[config.mk]
export PLATFORM = sky130hd
export DESIGN_NAME = lsp_led_status
export DESIGN_NICKNAME = d
export VERILOG_FILES = /design/src/hdl/lsp_pkg.sv /design/src/hdl/lsp_led_status.sv /design/src/hdl/lsp_tick_gen.sv
export SDC_FILE = /design/constraint.sdc
export NUM_CORES = 1
export LEC_CHECK = 0
export BUFFER_PORTS_ARGS = -buffer_cell sky130_fd_sc_hd__buf_4
export CAP_MARGIN = 20
export CORE_UTILIZATION = 50
export DETAILED_ROUTE_END_ITERATION = 6
export PLACE_DENSITY_LB_ADDON = 0.25
export RECOVER_POWER = 50
export SYNTH_ARGS = -nofsm -noshare
export SYNTH_HDL_FRONTEND = slang
export SYNTH_HIERARCHICAL = 1
export SYNTH_SLANG_ARGS = --single-unit
[constraint.sdc]
create_clock -name clock -period 2.9 [get_ports clock]
set_clock_uncertainty 0.1 [all_clocks]
set_input_delay 0.58 -clock clock [delete_from_list [all_inputs] [get_ports clock]]
set_output_delay 0.58 -clock clock [all_outputs]
set_load 0.005 [all_outputs]
[src/hdl/lsp_pkg.sv]
package lsp_pkg;

    // ****************************************
    // sizes and counts
    // ****************************************
    localparam int LSP_NUM_LEDS     = 4;
    localparam int LSP_NUM_SRC      = 8;
    localparam int LSP_STRETCH_BITS = 3;
    localparam int LSP_CLK_HZ       = 100_000_000;
    localparam int LSP_TICK_HZ      = 38;
    // stretcher tick period in clock cycles, rounded down
    localparam int LSP_TICK_CYCLES  = LSP_CLK_HZ / LSP_TICK_HZ;

    // ****************************************
    // reset values
    // ****************************************
    localparam logic [LSP_NUM_LEDS-1:0] LSP_RST_TOTEM   = 4'h0;
    localparam logic [LSP_NUM_LEDS-1:0] LSP_RST_STRETCH = 4'hF;
    // link on source 0 of led 0, receive source 1 of led 1, transmit source 2 of led 3
    localparam logic [LSP_NUM_SRC-1:0]  LSP_RST_EN0 = 8'h01;
    localparam logic [LSP_NUM_SRC-1:0]  LSP_RST_EN1 = 8'h02;
    localparam logic [LSP_NUM_SRC-1:0]  LSP_RST_EN2 = 8'h00;
    localparam logic [LSP_NUM_SRC-1:0]  LSP_RST_EN3 = 8'h04;

    // ****************************************
    // carriers
    // ****************************************
    typedef struct packed {
        logic [LSP_NUM_LEDS-1:0][LSP_NUM_SRC-1:0] enable;     // per-led source enables
        logic [LSP_NUM_LEDS-1:0]                  totem;      // 1 totem active high
        logic [LSP_NUM_LEDS-1:0]                  stretch;    // 1 stretcher in path
    } lsp_cfg_t;

    typedef struct packed {
        logic [LSP_NUM_LEDS-1:0] out;  // pin output level
        logic [LSP_NUM_LEDS-1:0] oe;   // pin output enable
    } lsp_pins_t;

endpackage

[src/hdl/lsp_led_status.sv]
`timescale 1ns/1ps
// Operation
// - each pin selects open-drain active-low or totem-pole active-high drive
// - reset gives open-drain, stretch on; link_indicator_pin link, receive_indicator_pin receive, transmit_indicator_pin transmit
// - each source ANDed with its enable, all ORed into combined status
// - combined status either feeds the stretcher or bypasses it
// - stretcher is a three-bit shift register advanced by a slow tick
// - stretcher serial input is held at zero
// - asserted combined status sets all three stretcher bits at once
// - with stretching, an open-drain pin follows inverted stretcher output, a totem-pole pin follows it uninverted
// - stretched indication lasts two to three ticks
module lsp_led_status #(
    parameter int NUM_SRC      = lsp_pkg::LSP_NUM_SRC,
    parameter int TICK_CYCLES  = lsp_pkg::LSP_TICK_CYCLES
) (
    input  wire logic                                clock,          // device clock
    input  wire logic                                resetn,         // sync reset, active low
    input  wire logic [lsp_pkg::LSP_NUM_SRC-1:0]     status_src,     // shared status sources
    input  wire logic                                cfg_load,       // load cfg_in this cycle
    input  wire lsp_pkg::lsp_cfg_t                   cfg_in,         // new configuration
    output lsp_pkg::lsp_cfg_t                        cfg_out,        // current configuration
    output logic                                     link_indicator_pin_level,     // link_indicator_pin level
    output logic                                     link_indicator_pin_oe,        // link_indicator_pin enable
    output logic                                     receive_indicator_pin_level,  // receive_indicator_pin level
    output logic                                     receive_indicator_pin_oe,     // receive_indicator_pin enable
    output logic                                     third_indicator_pin_level,    // third_indicator_pin level
    output logic                                     third_indicator_pin_oe,       // third_indicator_pin enable
    output logic                                     transmit_indicator_pin_level, // transmit_indicator_pin level
    output logic                                     transmit_indicator_pin_oe     // transmit_indicator_pin enable
);
    import lsp_pkg::*;

    // ****************************************
    // local constants
    // ****************************************
    // top stretcher bit; the pin only ever looks at this one
    localparam int                          STR_MSB       = LSP_STRETCH_BITS - 1;
    // all stretcher bits set, the reload value on an event
    localparam logic [LSP_STRETCH_BITS-1:0] STR_FULL      = '1;
    // serial input of every stretcher, tied low
    localparam logic                        STR_SERIAL_IN = 1'b0;

    // ****************************************
    // state
    // ****************************************
    typedef struct packed {
        lsp_cfg_t                                     cfg;
        logic [LSP_NUM_LEDS-1:0][LSP_STRETCH_BITS-1:0] shreg;
        lsp_pins_t                                    pins;
    } lsp_state_t;

    lsp_state_t st_q;
    lsp_state_t st_d;
    logic       tick;
    logic [LSP_NUM_LEDS-1:0] combined;
    logic [LSP_NUM_LEDS-1:0] active;

    // ****************************************
    // slow tick
    // ****************************************
    // one tick for all four stretchers keeps their phases equal
    lsp_tick_gen #(
        .PERIOD (TICK_CYCLES)
    ) u_tick (
        .clock  (clock),
        .resetn (resetn),
        .tick   (tick)          // about 38 Hz
    );

    // ****************************************
    // pin drive decode
    // ****************************************
    // decode one pin: level and enable for a given drive mode
    function automatic logic [1:0] pin_drive(
        input logic totem,  // 1 totem pole, 0 open drain
        input logic on      // led should glow
    );
        // open drain only pulls low when lit, floats otherwise
        if (totem) begin
            pin_drive = {on, 1'b1};
        end else begin
            pin_drive = {1'b0, on};
        end
    endfunction

    // ****************************************
    // stretcher step
    // ****************************************
    // next stretcher word for one led
    function automatic logic [LSP_STRETCH_BITS-1:0] stretch_next(
        input logic [LSP_STRETCH_BITS-1:0] cur,  // current word
        input logic                        set,  // combined status
        input logic                        adv   // slow tick
    );
        // set in the same cycle as a tick wins, so a short event is never lost
        if (set) begin
            stretch_next = STR_FULL;
        end else if (adv) begin
            // shift toward the msb, zero enters at the bottom
            stretch_next = {cur[STR_MSB-1:0], STR_SERIAL_IN};
        end else begin
            stretch_next = cur;
        end
    endfunction

    // level the led should show, before the drive mode is applied
    function automatic logic glow_level(
        input logic                        stretched,  // stretcher in path
        input logic [LSP_STRETCH_BITS-1:0] word,       // current stretcher word
        input logic                        comb        // combined status
    );
        // inverted msb drives an active-low pin, so lit equals msb
        if (stretched) begin
            glow_level = word[STR_MSB];
        end else begin
            glow_level = comb;
        end
    endfunction

    // ****************************************
    // source gating
    // ****************************************
    // true when any enabled source is asserted
    function automatic logic any_enabled(
        input logic [LSP_NUM_SRC-1:0] src,  // status sources
        input logic [LSP_NUM_SRC-1:0] en    // per-source enables
    );
        any_enabled = |(src & en);
    endfunction

    // gated sources ORed per led
    generate
        for (genvar i = 0; i < LSP_NUM_LEDS; i++) begin : g_comb
            assign combined[i] = any_enabled(status_src, st_q.cfg.enable[i]);
        end
    endgenerate

    // ****************************************
    // next state
    // ****************************************
    always_comb begin
        logic [1:0] drv;
        drv = 2'b00;
        st_d = st_q;
        active = '0;
        if (cfg_load) begin
            st_d.cfg = cfg_in;
        end
        for (int i = 0; i < LSP_NUM_LEDS; i++) begin
            // set dominates shifting; lit for 2..3 ticks after event
            st_d.shreg[i] = stretch_next(st_q.shreg[i], combined[i], tick);
            // stretched path shows the msb, bypass the live status
            active[i] = glow_level(st_q.cfg.stretch[i], st_q.shreg[i],
                                   combined[i]);
            // drive mode only changes polarity and enable, not timing
            drv = pin_drive(st_q.cfg.totem[i], active[i]);
            st_d.pins.out[i] = drv[1];
            st_d.pins.oe[i]  = drv[0];
        end
    end

    // ****************************************
    // registers
    // ****************************************
    // sync reset loads the default configuration
    // stretchers and pins clear so every led starts dark
    always_ff @(posedge clock) begin
        if (!resetn) begin
            st_q.cfg.enable  <= {LSP_RST_EN3, LSP_RST_EN2, LSP_RST_EN1, LSP_RST_EN0};
            st_q.cfg.totem   <= LSP_RST_TOTEM;
            st_q.cfg.stretch <= LSP_RST_STRETCH;
            st_q.shreg       <= '0;
            st_q.pins        <= '0;
        end else begin
            st_q <= st_d;
        end
    end

    // ****************************************
    // outputs
    // ****************************************
    // configuration readback, straight from flops
    assign cfg_out                      = st_q.cfg;
    // link indicator
    assign link_indicator_pin_level     = st_q.pins.out[0];
    assign link_indicator_pin_oe        = st_q.pins.oe[0];
    // receive indicator
    assign receive_indicator_pin_level  = st_q.pins.out[1];
    assign receive_indicator_pin_oe     = st_q.pins.oe[1];
    // third indicator, no source after reset
    assign third_indicator_pin_level    = st_q.pins.out[2];
    assign third_indicator_pin_oe       = st_q.pins.oe[2];
    // transmit indicator
    assign transmit_indicator_pin_level = st_q.pins.out[3];
    assign transmit_indicator_pin_oe    = st_q.pins.oe[3];
endmodule

[src/hdl/lsp_tick_gen.sv]
`timescale 1ns/1ps
module lsp_tick_gen #(
    parameter int PERIOD = lsp_pkg::LSP_TICK_CYCLES
) (
    input  wire logic clock,   // device clock
    input  wire logic resetn,  // sync reset, active low
    output logic      tick     // one-cycle pulse per period
);
    import lsp_pkg::*;

    typedef struct packed {
        logic [31:0] cnt;
        logic        tick;
    } lsp_tick_state_t;

    lsp_tick_state_t st_q;
    lsp_tick_state_t st_d;

    // free-running divider
    always_comb begin
        st_d = st_q;
        st_d.tick = 1'b0;
        if (st_q.cnt == 32'(PERIOD - 1)) begin
            st_d.cnt  = 32'h0;
            st_d.tick = 1'b1;
        end else begin
            st_d.cnt = st_q.cnt + 32'h1;
        end
    end

    always_ff @(posedge clock) begin
        if (!resetn) begin
            st_q <= '0;
        end else begin
            st_q <= st_d;
        end
    end

    assign tick = st_q.tick;
endmodule

Word level (Yosys, flattened, before mapping) --
Index checks and enable logic that the tools add are counted.
Cells by class: $add $sub $neg 1, equality and inequality tests 1, muxes and demuxes 17, bitwise logic cells 5, reductions and logical operators 13
Operator list (count):
- adder 32 x 1 -> 32 bit, second input constant | 1
- AND 8 bit | 4
- == test 32 x 22 -> 1 bit, second input constant | 1
- OR reduction 8 bit | 4
- 2-to-1 mux 3 bit | 8
- 2-to-1 mux 1 bit | 9
- AND reduction 2 bit | 4
- nonzero test 2 bit | 4
- OR reduction 2 bit | 1
- NOT 1 bit | 1
Storage, ports and cells: register bits after elaboration 93, input bits 51, output and inout port bits 48, logic and storage cells 54

Depth between registers and ports, before layout --
depth in word-level cells 4, gate-level depth with buffers 7, depth with buffers taken out 6

Modules after synthesis --
The synthesis kept the hierarchy.
By module, submodules not included:
- lsp_led_status | times used 1, cells an instance 264, area an instance 2732.6 um2, sequential area each 1201.2 um2
- lsp_tick_gen | times used 1, cells an instance 191, area an instance 1627.8 um2, sequential area each 660.6 um2

Worst setup path after synthesis --
No wires, ideal clock.
path kind reg2reg, start register u_tick/st_q[4] in the netlist's numbering, end register u_tick/st_q[27] in the netlist's numbering, library setup time 0.070 ns, arrival time 1.900 ns, required time 2.730 ns, path slack 0.830 ns, stages on the path, launching flop included 7, buffers on the path 2, period minus slack after synthesis 2.070 ns, cells stage by stage dfxtp_1 nand4_2 buf_6 or4_4 buf_6 or4_1 a21oi_1
On the way: longest elaborated chain between the ends 2, elaborated cells between the ends (all ways) 3, those cells by class 1 x add/sub; 1 x eq/ne; 1 x reduce/logical
Ends and longest elaborated chain:
- start, declared | line lsp_tick_gen.sv:16 | lsp_tick_state_t st_q;
- start signal, assigned | line lsp_tick_gen.sv:35 | st_q <= st_d;
- parallel branches: the longest is 2 deep, another holds adder 32 x 1 -> 32 bit
Parallel ways; which one is timed is not known. A chain may end at the register's enable or synchronous reset.

Final worst setup path --
start register u_tick/st_q[4] in the netlist's numbering, end register u_tick/st_q[26] in the netlist's numbering
Same word-level chain as after synthesis.

==> flow_metrics.tcl <==
set metrics [dict create \
    outcome "completed" \
    synth.most_common_cell "dfxtp_1" \
    synth_common_cells "93 x dfxtp_1, 44 x mux2i_1, 42 x buf_4" \
    gr-total-overflow 0 \
    p_leak_uw 0.001970 \
    ys_ff_latch 93 \
    syn_area_um2 4360 \
    fmax_mhz 411.6 \
    place_ws_ns 0.5146 \
    wirelength_mm 9.232 \
    worstSetupStartpoint "u_tick/st_q[4]$_SDFF_PP0_" \
    timing.rr.start "u_tick/st_q[4]$_SDFF_PP0_" \
    drtIter0Drc 187 \
    synth_enable_flop_cells 0 \
    drive_above_1_share_pct 22.59 \
    area_growth_pct 14.17 \
    grt_pass1_wl_mm 14.95 \
    synthXorXnorAreaFrac_pct 2.611 \
    cts.sinks 93 \
    r2r_setup_slack_ns 0.47 \
    synth-async-reset-ratio_pct 0 \
    clk_latency_ns 0.36 \
    io_pins 99 \
    ys_types 39 \
    rsz0062_at_grt "false" \
    holdBufCountCts 0 \
    numCtsBuffers 9 \
    tns_ns 0 \
    die_w_um 95.39 \
    core-area_um2 8341 \
    fin_ws_ns 0.4702 \
    antenna_found_initial 0 \
    drc 0 \
    drv_cap 0 \
    end_kind "flip-flop" \
    worstSetupStartpointType "flip-flop" \
    initial_core_util_pct 52.28 \
    post_cts_buffers 0 \
    first_pass_iters 4 \
    cp_data_arrival_time_ns 2.62 \
    synth_top_area_cell "dfxtp_1" \
    largest_reg_flops 40 \
    muxShareOfSynthArea_pct 10.10 \
    finalSetupViolCount 0 \
    cts_buffer_depth 2 \
    synth_warnings 6 \
    n_antenna_cell 0 \
    ff2ff_path_depth 4 \
    cp.required_ns 3.09 \
    timing.rr.end "u_tick/st_q[26]$_SDFF_PP0_" \
    postRouteAntennaNets 0 \
    ctsResizeCount 0 \
    peakVddDrop_uv 266.4 \
    tritoncts "done" \
    num_vias 3418 \
    die-area_um2 9098 \
    synth_compound_gate_area_share_pct 11.62 \
    synthCells 455 \
    post_drt_wl_per_cell_um 15.04 \
    port_buffers 98 \
    synthSimpleGateAreaFrac_pct 20.75 \
    clk_pin_slew_ns 0.10 \
    maxSlewHeadroom_pct 29.60 \
    gp_congestion 0.8397 \
    grt_max_degree 63 \
    die_h_um 95.39 \
    htreeDepth 3 \
    synth_adder_area_share_pct 0.5739 \
    dp_hpwl_mm 6.656 \
    row_count 33 \
    worst_slew_pin_slew_ns 1.056 \
    cp-endpoint "u_tick/st_q[26]$_SDFF_PP0_" \
    yosysSeqAreaShare_pct 42.70 \
    cellPowerDensity_nw_per_um2 524.2 \
    via_per_inst 5.567 \
    synth_top_family_by_area "simple AND/OR/NAND/NOR gates" \
    ctsRootBufferMaster "clkbuf_8" \
    synthFlopType "dfxtp_1" \
    drv_slew 0 \
    synth_top_area_share_pct 42.70 \
    synthesis.nets 508 \
    grt_usage_pct 21.24 \
    crit_fanout 17 \
    fin_crit_ns 2.430 \
    path_class "flip-flop to flip-flop" \
    final_nets 557 \
    grt_pass1_vias 3124 \
    fin_crit_sh_pct 83.79 \
    hp-class "primary input to flip-flop" \
    synth_area_per_cell_um2 9.583 \
    hold_viol 0 \
    synthTopCellsByArea "dfxtp_1 43%, mux2i_1 10%, buf_4 7.2%" \
]
[power breakdown]
| part | switching, uW | internal, uW | leakage (uW) |
|---|---|---|---|
| sequential | 45.3 | 1340 | 0.000764 |
| clock | 447 | 490 | 0.000104 |
| combinational | 124 | 165 | 0.00110 |
[area by class of cell]
cell class	instances	area, um^2
well taps	105	131.4
inverters	12	45.04
fillers	742	3362
flip-flops and latches	93	1862
clock inverters	5	85.08
multi-input cells	289	2002
repair buffers	99	721.9
clock buffers	11	131.4
[cells in the final DEF (no fill, tap or decap), types with 13 or more instances in the layout]
master,synthesis,routed
a21oi_1,25,25
a22oi_1,16,16
buf_4,42,88
dfxtp_1,93,93
mux2i_1,44,44
nand2_1,17,17
nand4_1,13,13
nor2_1,21,21
nor2b_1,33,33
[layer usage]
metal  track usage [%]  up-vias  wire length [um]
li1                  -     1682                 -
met1             27.70     1642              4282
met2             34.76       78              4397
met3             3.030       16               362
met4             9.577        0               189
met5                 0        -                 0
[critical path: stages, from the launching register on]
cell and delay, ns:
dfxtp_1 0.44, nand4_2 0.27, or4_1 0.84, or4_1 0.56
a21oi_1 0.16
[worst min path at each step]
stage | start | end | cells after the start
after detailed placement | st_q[14]$_SDFFE_PN0P_ | st_q[14]$_SDFFE_PN0P_ | 2
final | cfg_in[8] | cfg_out[8]$_SDFFE_PN1P_ | 3
after floorplan | u_tick/st_q[1]$_SDFF_PP0_ | u_tick/st_q[1]$_SDFF_PP0_ | 1
after CTS | cfg_in[8] | cfg_out[8]$_SDFFE_PN1P_ | 3
after global routing | cfg_in[2] | cfg_out[2]$_SDFFE_PN1P_ | 3
after global placement | u_tick/st_q[1]$_SDFF_PP0_ | u_tick/st_q[1]$_SDFF_PP0_ | 1
[logic make-up (layout without fill, tap and decap cells)]
kind of cell	count (synthesis)	after routing
XOR/XNOR	13	13
AND/OR/NAND/NOR	151	151
flip-flops	93	93
multiplexers	44	44
AO/OA/AOI/OAI	79	79
buffers and inverters	73	127
adder cells (fa/ha/maj)	2	2
[metrics by stage]
stage / power [uW] / cells / instance area [um^2] / hold WS (ns) / util, %
global placement: 1703 / 598 / 4786 / 0.3502 / 57.38
global route: 2728 / 614 / 4979 / 0.3347 / 59.69
floorplan: 1605 / 455 / 4360 / 0.3337 / -
CTS: 2648 / 614 / 5002 / 0.3212 / 59.98
detailed placement: 1713 / 598 / 4786 / 0.3667 / 57.38
finish: 2610 / 614 / 4979 / 0.3316 / 59.69
Note: power is estimated with default switching activity, not from simulation.
